[src/pkg/ortf_defs.svh]
`ifndef ORTF_DEFS_SVH
`define ORTF_DEFS_SVH

// ==========================================================
// Oscillator ranges
`define ORTF_RANGE_MAX 3'h5
`define ORTF_RANGE_RST 3'h3

// ==========================================================
// Calibration storage reset values (factory constants)
`define ORTF_CAL_W 8
`define ORTF_CAL_HI_RST 8'h80
`define ORTF_CAL_LO_RST 8'h80

// ==========================================================
// Fault flag positions
`define ORTF_FLG_FAST_XT 0
`define ORTF_FLG_SLOW_XT 1
`define ORTF_FLG_FAST_SC 2
`define ORTF_FLG_SLOW_SC 3
`define ORTF_FLG_N 4

// ==========================================================
// Fault counter timing, in oscillator cycles
`define ORTF_FAULT_BASE_CYC 4096
`define ORTF_FAULT_SEL_W 2

`endif

[src/pkg/ortf_pkg.sv]
package ortf_pkg;
    typedef enum logic [2:0] {
        osc_range_bottom,
        osc_range_low,
        osc_range_mid_lo,
        osc_range_mid_hi,
        osc_range_high,
        osc_range_top
    } ortf_range_t;

    typedef enum logic [2:0] {
        slow_xtal_drive_min,
        slow_xtal_drive_1,
        slow_xtal_drive_2,
        slow_xtal_drive_max,
        slow_xtal_bypass_mode
    } ortf_slow_cfg_t;
endpackage

[src/pkg/ortf_cnt_if.sv]
`timescale 1ns/100ps
interface ortf_cnt_if;
    logic restart;
    logic [1:0] start_sel;
    logic tick;
    logic expired;
    logic running;

    modport ctrl (output restart, output start_sel, output tick, input expired, input running);
    modport cnt (input restart, input start_sel, input tick, output expired, output running);
endinterface

[src/verilog/ortf_ctrl.sv]
// Notes on behaviour
// - Six oscillator centre ranges, each doubling, covering 1 to 64 MHz.
// - Selecting a new centre range returns the fine tuning to zero.
// - Fine tuning value is signed two's complement, negative or positive.
// - Separate calibration constants above and below 32 MHz, written independently.
// - Calibration storage holds factory constants straight after reset.
// - Fast and slow crystal fault counters start at 4096, 8192, 16384 or 32768.
// - Slow crystal: drive levels zero to three or bypass; level three at reset.
// - Bypass takes the crystal input as a square-wave clock directly.
// - A fault flag reaches the interrupt only while its enable is set.
// - Either crystal fault counter restarts alone, the other left undisturbed.
`timescale 1ns/100ps
`include "ortf_defs.svh"
module ortf_ctrl
    import ortf_pkg::*;
#(
    parameter int TUNE_W = 10,
    parameter int FAULT_BASE_CYC = `ORTF_FAULT_BASE_CYC
) (
    input wire logic clk,
    input wire logic rst_b,
    input wire logic range_wr,
    input wire logic [2:0] range_sel,
    input wire logic tune_wr,
    input wire logic signed [TUNE_W-1:0] tune_val,
    input wire logic cal_wr_hi,
    input wire logic cal_wr_lo,
    input wire logic [`ORTF_CAL_W-1:0] cal_data,
    input wire logic slow_cfg_wr,
    input wire logic [2:0] slow_cfg_sel,
    input wire logic fast_cfg_wr,
    input wire logic fast_bypass_sel,
    input wire logic [1:0] cnt_restart,
    input wire logic [1:0][`ORTF_FAULT_SEL_W-1:0] cnt_start_sel,
    input wire logic [1:0] osc_tick,
    input wire logic [1:0] xtal_fault_in,
    input wire logic [`ORTF_FLG_N-1:0] flag_clr,
    input wire logic [`ORTF_FLG_N-1:0] flag_en,
    output ortf_range_t osc_range,
    output logic signed [TUNE_W-1:0] osc_tune,
    output logic [`ORTF_CAL_W-1:0] cal_hi,
    output logic [`ORTF_CAL_W-1:0] cal_lo,
    output ortf_slow_cfg_t slow_xtal_cfg,
    output logic fast_xtal_bypass,
    output logic [`ORTF_FLG_N-1:0] fault_flags,
    output logic fault_irq,
    output logic [1:0] cnt_running
);
    // ==========================================================
    // Reset release
    logic rst_meta_b;
    logic rst_sync_b;

    always_ff @(posedge clk or negedge rst_b) begin
        if (!rst_b) begin
            rst_meta_b <= 1'b0;
            rst_sync_b <= 1'b0;
        end else begin
            rst_meta_b <= 1'b1;
            rst_sync_b <= rst_meta_b;
        end
    end

    // ==========================================================
    // Range and fine tuning
    logic range_ok;
    assign range_ok = range_sel <= `ORTF_RANGE_MAX;

    always_ff @(posedge clk or negedge rst_b) begin
        if (!rst_b) begin
            osc_range <= ortf_range_t'(`ORTF_RANGE_RST);
        end else if (!rst_sync_b) begin
            osc_range <= ortf_range_t'(`ORTF_RANGE_RST);
        end else if (range_wr && range_ok) begin
            osc_range <= ortf_range_t'(range_sel);
        end
    end

    // A legal range write (range_sel up to ORTF_RANGE_MAX) has priority over a tune write in the same cycle
    always_ff @(posedge clk or negedge rst_b) begin
        if (!rst_b) begin
            osc_tune <= '0;
        end else if (!rst_sync_b) begin
            osc_tune <= '0;
        end else if (range_wr && range_ok) begin
            osc_tune <= '0;
        end else if (tune_wr) begin
            osc_tune <= tune_val;
        end
    end

    // ==========================================================
    // Calibration storage
    always_ff @(posedge clk or negedge rst_b) begin
        if (!rst_b) begin
            cal_hi <= `ORTF_CAL_HI_RST;
            cal_lo <= `ORTF_CAL_LO_RST;
        end else if (!rst_sync_b) begin
            cal_hi <= `ORTF_CAL_HI_RST;
            cal_lo <= `ORTF_CAL_LO_RST;
        end else begin
            if (cal_wr_hi) begin
                cal_hi <= cal_data;
            end
            if (cal_wr_lo) begin
                cal_lo <= cal_data;
            end
        end
    end

    // ==========================================================
    // Crystal configuration
    always_ff @(posedge clk or negedge rst_b) begin
        if (!rst_b) begin
            slow_xtal_cfg <= slow_xtal_drive_max;
        end else if (!rst_sync_b) begin
            slow_xtal_cfg <= slow_xtal_drive_max;
        end else if (slow_cfg_wr && slow_cfg_sel <= 3'(slow_xtal_bypass_mode)) begin
            slow_xtal_cfg <= ortf_slow_cfg_t'(slow_cfg_sel);
        end
    end

    always_ff @(posedge clk or negedge rst_b) begin
        if (!rst_b) begin
            fast_xtal_bypass <= 1'b0;
        end else if (!rst_sync_b) begin
            fast_xtal_bypass <= 1'b0;
        end else if (fast_cfg_wr) begin
            fast_xtal_bypass <= fast_bypass_sel;
        end
    end

    // ==========================================================
    // Fault counters, index 0 fast crystal, index 1 slow crystal
    ortf_cnt_if cif [2] ();
    logic [1:0] cnt_expired;

    for (genvar i = 0; i < 2; i++) begin : g_cnt
        assign cif[i].restart = cnt_restart[i];
        assign cif[i].start_sel = cnt_start_sel[i];
        assign cif[i].tick = osc_tick[i];
        assign cnt_expired[i] = cif[i].expired;
        ortf_fault_counter #(
            .BASE_CYC(FAULT_BASE_CYC)
        ) u_cnt (
            .clk(clk),
            .rst_b(rst_sync_b),
            .cif(cif[i])
        );
    end

    always_ff @(posedge clk or negedge rst_b) begin
        if (!rst_b) begin
            cnt_running <= '0;
        end else begin
            cnt_running <= {cif[1].running, cif[0].running};
        end
    end

    // ==========================================================
    // Fault flags and interrupt
    logic [`ORTF_FLG_N-1:0] flag_set;
    assign flag_set[`ORTF_FLG_FAST_XT] = xtal_fault_in[0];
    assign flag_set[`ORTF_FLG_SLOW_XT] = xtal_fault_in[1];
    assign flag_set[`ORTF_FLG_FAST_SC] = cnt_expired[0];
    assign flag_set[`ORTF_FLG_SLOW_SC] = cnt_expired[1];

    // Set wins over a clear in the same cycle
    always_ff @(posedge clk or negedge rst_b) begin
        if (!rst_b) begin
            fault_flags <= '0;
        end else if (!rst_sync_b) begin
            fault_flags <= '0;
        end else begin
            fault_flags <= (fault_flags & ~flag_clr) | flag_set;
        end
    end

    always_ff @(posedge clk or negedge rst_b) begin
        if (!rst_b) begin
            fault_irq <= 1'b0;
        end else if (!rst_sync_b) begin
            fault_irq <= 1'b0;
        end else begin
            fault_irq <= |(fault_flags & flag_en);
        end
    end
endmodule

[src/verilog/ortf_fault_counter.sv]
`timescale 1ns/100ps
`include "ortf_defs.svh"
module ortf_fault_counter
    import ortf_pkg::*;
#(
    parameter int BASE_CYC = `ORTF_FAULT_BASE_CYC
) (
    input wire logic clk,
    input wire logic rst_b,
    ortf_cnt_if.cnt cif
);
    localparam int CW = $clog2(BASE_CYC) + 4;
    localparam logic [CW-1:0] BASE = CW'(BASE_CYC);

    logic [CW-1:0] count;
    logic running;
    logic expired;

    assign cif.running = running;
    assign cif.expired = expired;

    // ==========================================================
    // Down counter over oscillator cycles
    always_ff @(posedge clk or negedge rst_b) begin
        if (!rst_b) begin
            count <= '0;
            running <= 1'b0;
            expired <= 1'b0;
        end else begin
            expired <= 1'b0;
            if (cif.restart) begin
                count <= BASE << cif.start_sel;
                running <= 1'b1;
            end else if (running && cif.tick) begin
                if (count == CW'(1)) begin
                    running <= 1'b0;
                    expired <= 1'b1;
                    count <= '0;
                end else begin
                    count <= count - CW'(1);
                end
            end
        end
    end
endmodule
[config.mk]
export PLATFORM = sky130hd
export DESIGN_NAME = ortf_ctrl
export DESIGN_NICKNAME = d
export VERILOG_FILES = /design/src/pkg/ortf_pkg.sv /design/src/pkg/ortf_cnt_if.sv /design/src/verilog/ortf_ctrl.sv /design/src/verilog/ortf_fault_counter.sv
export VERILOG_INCLUDE_DIRS = /design/src /design/src/pkg
export SDC_FILE = /design/constraint.sdc
export NUM_CORES = 1
export LEC_CHECK = 0
export ABC_CLOCK_PERIOD_IN_PS = 1800
export BUFFER_PORTS_ARGS = -buffer_cell sky130_fd_sc_hd__buf_4
export CAP_MARGIN = 40
export CORE_ASPECT_RATIO = 0.9
export CORE_MARGIN = 4
export CORE_UTILIZATION = 33
export CTS_CLUSTER_DIAMETER = 40
export DETAILED_ROUTE_END_ITERATION = 10
export PLACE_DENSITY_LB_ADDON = 0.1
export SLEW_MARGIN = 20
export SYNTH_ARGS = -nofsm -noshare
export SYNTH_HDL_FRONTEND = slang
export SYNTH_SLANG_ARGS = --single-unit
[constraint.sdc]
create_clock -name clk -period 1.8 [get_ports clk]
set_input_delay 0.18 -clock clk [delete_from_list [all_inputs] [get_ports clk]]
set_output_delay 0.18 -clock clk [all_outputs]
set_load 0.02 [all_outputs]
==> impl_results.md, run 1 <==
* Outcome: finished with violations
* Failing checks: setup timing
* GPL Wtd Cong at ~0.83
* Clk pin slew, worst setup/hold paths at around 0.06 ns
* Post-Synth Adder-Cell Area at roughly 1.3%
* Vias in the first global route at approximately 3,300
* Drt wl/cell at 14.8 µm
* TritonCTS Sinks at between 70 and 80
* Via count at 3,332
* Finish-stage setup viols at 30
* Crit. End Element: flip-flop
* Post-synthesis mux area share at ~8.6%
* Fill count at between 900 and 1,000
* Largest net degree at the start of global routing at 43
* Synthesized area at ~3700 µm²
* DPL Wire Length at ~7.0 mm
* Setup TNS at -3.81 ns
* Placed Instances at between 600 and 700
* Startpoint class of the critical path: flip-flop
* Dominant synthesized flop cell: dfrtp_1
* Least-Margin Pin Slew at about 0.54 ns
* Synth warn at 0
* Total Wirelength at ~10 mm
* DR pass1 iterations at 4
* # nets final at ~580
* Initial antenna violation count at 0
* Yosys reg bits at 78
* Power Density at roughly 1200 nW/µm²
* Detail Route Antenna Nets at 0
* HP Class: in2reg
* Final std cells w/o fill at about 680
* Total gr overflow at 0
* Syn-to-layout area delta at 54.4%
* Layout cells sized above 1 at between 40% and 50%
* Max Clk Rate at approximately 0.48 GHz
* CTS tree: built
* Syn avg cell area at 10.1 µm²
* Yosys top cell by area: dfrtp_1
* Crit path buf inv count at 0
* Final Critical Period at roughly 2.1 ns
* DRC viols at 0
* Total track usage at between 10% and 20%
* Critical path arrival at around 2.3 ns
* Cell chain of the critical path: or3_4 -> or3_4 -> or4_4 -> or3_4 -> a21oi_2
* CTS root buf: clkbuf_16
* Rows at 36
* Async set-reset flop share out of synthesis at 100%
* Worst setup margin at -0.274 ns
* Count leader, synth: dfrtp_1
* Fin Hold WS at ~0.063 ns
* Die Y at 109 µm
* Initial DRC Count at between 200 and 250
* Top post-synthesis cells by area: dfrtp_1 48%, mux2i_1 8.6%, dfstp_2 4.2%
* Mapped Nets at ~420
* Die area at between 10,000 and 15,000 µm²
* Largest family of logic cells by synthesized area: simple AND/OR/NAND/NOR gates
* Post-synth EDFFs at 0
* Synth cell count leaders: 72 x dfrtp_1, 41 x nor2_1, 33 x nand2_1, 32 x mux2i_1, 20 x nor2b_1
* Peak supply drop at ~580 µV
* Final core occ at between 50 and 60%
* Worst Path Max Fanout at 3
* Clock Skews at approximately 0.006 ns
* Worst reg-to-reg setup slack at -0.27 ns
* Simple-Gate Fraction of Synth Area at a little under a quarter
* Max incr delay on CP at around 0.43 ns
* Average vias per placed instance at 4.88
* Core area at 10,900 µm²
* IO Count at just over 90
* Post-synth cell types at 50
* Max-slew violations at 0
* Footprint of the multi-input gates at 1990 µm²
* CTS Buf Count at 9
* Slowest CP cell: or4_4
* Overall power after layout at 6690 µW
* Max_slew headroom at between 60% and 70%
* FF/Latch Area at between 1500 and 2000 µm²
* Post-Synth XOR/XNOR Area at 0%
* Skew-Pair Late Insertion Delay at approximately 0.33 ns
* Diodes inserted at 0
* Required time of the critical path at approximately 2.1 ns
* Leakage at around 0.0027 µW
* Synth Area in Compound Gates at between 10% and 20%
* Hold Vio Cnt, Final at 0
* Max Buffers Root-to-Sink at 2
* PortBufs at 90
* Period utilization at 115%
* First-pass GRT wire length at between 15 and 20 mm
* Max Cap Viol at 0
* Die Wd at about 120 µm
* Post-synth top area share at 48.5%
* Family with the most delay on the worst path: simple AND/OR/NAND/NOR gates
* Initial Util at between 30% and 40%
* Cells after synthesis at 369
* CTS HTree Levels at 3
* RSZ-0062 raised after global routing: yes
* Seq/Total Area, Yosys at 52.7%
* Critical path class: reg2reg
* Crit-path most repeated cell: or3_4
## placed cells by master, fill, tap and decap left out, drive strengths merged, types with 10 or more instances in the layout
cell type and count:
o21ai 19, nor2b 20, nand3 11, nand2 33, nor3 17, a21oi 14, mux2i 32, nor2 41
or3 10, clkbuf 13, buf 160, inv 11, dfrtp 72
## where the power goes
group | leakage [µW] | switching, µW | internal [µW]
clock | 0.000148 | 671 | 1220
combinational | 0.00156 | 1300 | 1340
sequential | 0.000999 | 160 | 2000
## logic make-up after synthesis
family,count (synthesis)
other,1
adders and majority gates,4
muxes,32
AOI/OAI and AO/OA,67
buffers and inverters,25
and+or+nand+nor,162
DFF,78
## final timing paths
check | cells after the start | end | startpoint
max in group asynchronous | 2 | g_cnt[0].u_cnt.count[0] | rst_sync_b
max | 5 | g_cnt[0].u_cnt.count[7] | g_cnt[0].u_cnt.count[2]
min | 2 | fault_flags[0] | xtal_fault_in[0]
min in group asynchronous | 1 | g_cnt[0].u_cnt.cif.expired | rst_sync_b
min reg2reg | 0 | rst_sync_b | rst_meta_b
max reg2reg | 5 | g_cnt[0].u_cnt.count[7] | g_cnt[0].u_cnt.count[2]
## routing by layer
layer	routed length (µm)	vias up	track usage (%)	share of wire, %
met1	4880	1595	21.8	48
met5	0	-	0	0
met2	4560	93	24.0	45
met3	566	6	4.36	5.6
li1	-	1638	-	-
met4	88	0	4.25	0.87
## worst reg2reg max path, cell delays in order (launching register included)
cell and delay (ns):
dfrtp_1 0.39, or3_4 0.40, or3_4 0.35, or4_4 0.43
or3_4 0.34, a21oi_2 0.11
## registers in the layout, indices dropped and copies added, names as in the netlist
name,flops
rst_meta_b,1
osc_range,3
cnt_running,2
g_cnt.u_cnt.cif.running,2
cal_hi,8
osc_tune,10
g_cnt.u_cnt.count,32
g_cnt.u_cnt.cif.expired,2
rst_sync_b,1
slow_xtal_cfg,3
cal_lo,8
fast_xtal_bypass,1
fault_irq,1
fault_flags,4
## timing repair
action	4_1_cts	5_1_grt
hold buffers	1	0
gates cloned	1	0
endpoints found under the hold margin	36	0
gates resized for setup	52	29
pin swaps	28	23
setup buffers	11	8
endpoints found under the setup margin	31	34
## per-stage QoR
| step | instance area (µm²) | setup slack (ns) |
|---|---|---|
| 3_5_place_dp | 4950 | -0.279 |
| 4_1_cts | 5560 | -0.269 |
| 2_1_floorplan | 3770 | -0.208 |
| 3_3_place_gp | 4950 | -0.257 |
| 6_report | 5740 | -0.274 |
| 5_1_grt | 5740 | -0.305 |
## layout make-up
cell class | instances | share of cell area, %
Clock buffer | 13 | 4.19
Clock inverter | 3 | 1.20
Sequential cell | 78 | 34.2
Timing Repair Buffer | 161 | 21.8
Inverter | 10 | 0.654
Multi-Input combinational cell | 266 | 34.6
Tap cell | 152 | 3.31
Power figures use the tool's default switching activity.
==> run 2, diff against run 1 <==
--- a/config.mk
+++ b/config.mk
@@ -10,8 +10,8 @@
 export BUFFER_PORTS_ARGS = -buffer_cell sky130_fd_sc_hd__buf_4
 export CAP_MARGIN = 40
 export CORE_ASPECT_RATIO = 0.9
-export CORE_MARGIN = 4
 export CORE_UTILIZATION = 33
+export CTS_BUF_LIST = sky130_fd_sc_hd__clkbuf_4 sky130_fd_sc_hd__clkbuf_8
 export CTS_CLUSTER_DIAMETER = 40
 export DETAILED_ROUTE_END_ITERATION = 10
 export PLACE_DENSITY_LB_ADDON = 0.1
==> impl_results.md, run 2 (synthesis results as in run 1) <==
* Core area at between 10,000 and 15,000 µm²
* Cell chain of the critical path: or3_4 -> or3_4 -> or4_4 -> or3_1 -> a21oi_2
* Total gr overflow at 0
* RR Endpoint: g_cnt[0].u_cnt.count[7]
* Startpoint class of the critical path: flip-flop
* Crit Reg-Reg Startpoint: g_cnt[0].u_cnt.count[1]
* Largest reg by FF count: g_cnt.u_cnt.count
* Least-Margin Pin Slew at around 0.52 ns
* Hold Vio Cnt, Final at 0
* Fin Hold WS at ~0.04 ns
* Final std cells w/o fill at slightly below 700
* HP Class: in2reg
* Crit-path most repeated cell: or3_4
* Total Wirelength at just under 10 mm
* Pre-CTS WS at -0.277 ns
* Max_slew headroom at between 60% and 70%
* Crit. End Element: flip-flop
* Net Sw Frac at roughly 34%
* DPL Wire Length at 6.65 mm
* CP Capture Point: g_cnt[0].u_cnt.count[7]
* Critical path class: reg2reg
* Most frequent cells in the layout: 146 x buf_4, 71 x dfrtp_1, 36 x nor2_1
* Max-slew violations at 0
* CTS root buf: clkbuf_8
* Max Clk Rate at approximately 0.48 GHz
* Drt wl/cell at about 14 µm
* Average vias per placed instance at just under 5
* Max Cap Viol at 0
* Outcome: finished with violations
* Layout cells sized above 1 at about 44%
* Sequential power share at a little over a third
* Period utilization at 116%
* Leakage at 0.00262 µW
* Peak supply drop at between 500 and 600 µV
* Cell area after layout at 5570 µm²
* Die Wd at 114 µm
* Die area at ~12,000 µm²
* Psw at 2060 µW
* Detail Route Antenna Nets at 0
* Worst reg-to-reg setup slack at -0.30 ns
* Die Y at ~100 µm
* Worst Path Max Fanout at 3
* Failing checks: setup timing
* FF-to-FF path depth at 5
* Power Density at approximately 1100 nW/µm²
* TritonCTS Sinks at 78
* Top flop regs: g_cnt.u_cnt.count x32, osc_tune x10
* Initial Util at between 30 and 40%
* FF/Latch Area at 1960 µm²
* Rows at 36
* DRC viols at 0
* First-pass GRT wire length at 15.3 mm
* GPL Wtd Cong at 0.795
* Total track usage at around 17%
* Vias in the first global route at about 3,200
* Clock Skews at 0.00535 ns
* Clk pin slew, worst setup/hold paths at about 0.08 ns
* Initial antenna violation count at 0
* Final Critical Period at roughly 2.1 ns
* Diodes inserted at 0
* Most common cell after layout, fill and taps aside: buf_4
* Fill count at between 1,000 and 1,500
* Placed Instances at 650
* CTS tree: built
* DR pass1 iterations at 4
* Critical path arrival at about 2.4 ns
* Worst setup margin at -0.295 ns
* Syn-to-layout area delta at 49.7%
* Critical path origin: g_cnt[0].u_cnt.count[1]
* Max FFs per register at 32
* Initial DRC Count at around 150
* CTS HTree Levels at 3
* PortBufs at 90
* Combinational share of power at about two fifths
* Via count at around 3,300
* Overall power after layout at ~6000 µW
* Cell Area, Placed at around 5000 µm²
* Largest net degree at the start of global routing at between 40 and 50
* CTS Buf Count at 9
* Skew-Pair Late Insertion Delay at roughly 0.36 ns
* Required time of the critical path at ~2.1 ns
* Clock power frac at 22.8%
* IO Count at between 90 and 100
* RSZ-0062 raised after global routing: yes
* Max Buffers Root-to-Sink at 2
* Finish-stage setup viols at 28
* Footprint of the multi-input gates at 1910 µm²
* Max incr delay on CP at ~0.42 ns
* Int Pwr at about 3900 µW
* # nets final at between 500 and 600
* Slowest CP cell: or4_4
==> run 2: cell count changes in the layout (fill, tap and decap cells not counted), moves of 2 or more <==
cell | before | now
nand2_1 | 26 | 28
buf_4 | 149 | 146
nor3_4 | 3 | 1
clkbuf_8 | 0 | 9
nor2_2 | 5 | 1
nand3_1 | 7 | 10
nor2_1 | 34 | 36
clkbuf_16 | 9 | 0
clkbuf_1 | 4 | 0
clkinv_4 | 0 | 2
clkinvlp_4 | 0 | 2
nor2_4 | 2 | 4
nand3_2 | 4 | 1
==> run 2: per-stage QoR <==
stage	util, %	setup TNS [ns]
3_5_place_dp	45.7	-5.90
6_report	51.1	-2.72
3_3_place_gp	45.7	-5.51
4_1_cts	50.0	-4.11
5_1_grt	51.1	-4.76
2_1_floorplan	-	-1.94
==> run 2: worst max-delay path: cells and delay by family, from the launching register on <==
kind / cells / cell delay [ns]
and+or+nand+nor: 4 / 1.49
DFF: 1 / 0.40
AOI/OAI and AO/OA: 1 / 0.13
==> run 2: layer usage <==
| metal | GRT usage (%) | wire length (µm) | vias up |
|---|---|---|---|
| met4 | 4.10 | 76 | 0 |
| met3 | 5.29 | 585 | 8 |
| met1 | 22.7 | 4620 | 1567 |
| met2 | 27.0 | 4420 | 95 |
| li1 | - | - | 1640 |
| met5 | 0 | 0 | - |
==> run 2: worst min path at each step <==
stage	start	end	slack, ns	depth (start not counted)
after floorplan	rst_b	cal_hi[0]	-0.12	0
after global placement	rst_b	cal_hi[6]	0.20	1
after detailed placement	rst_b	cal_lo[3]	0.20	1
after CTS	xtal_fault_in[0]	fault_flags[0]	0.03	2
after global routing	xtal_fault_in[1]	fault_flags[1]	0.01	2
final	xtal_fault_in[0]	fault_flags[0]	0.04	2
==> run 2: power by group through the flow <==
stage                     Clock (µW)  Combinational (µW)  Sequential (µW)
final                           1360                2470             2160
after detailed placement           0                2060             2180
after global placement             0                2040             2180
after global routing            1510                2690             2190
after CTS                       1420                2290             2160
after floorplan                    0                1050             2280
==> run 2: layout make-up <==
type | instances | share of cell area [%]
Clock inverter | 6 | 1.28
Inverter | 10 | 0.674
Sequential cell | 78 | 35.2
Timing Repair Buffer | 160 | 22.7
Multi-Input combinational cell | 266 | 34.4
Clock buffer | 10 | 2.36
Tap cell | 152 | 3.42
==> run 2: what timing repair did <==
item | 4_1_cts | 5_1_grt
cloned | 1 | 0
pin swaps | 22 | 13
setup buffers | 10 | 7
hold endpoints to repair | 36 | 0
resized for setup | 49 | 18
setup endpoints to repair | 33 | 34
hold buffers | 1 | 0
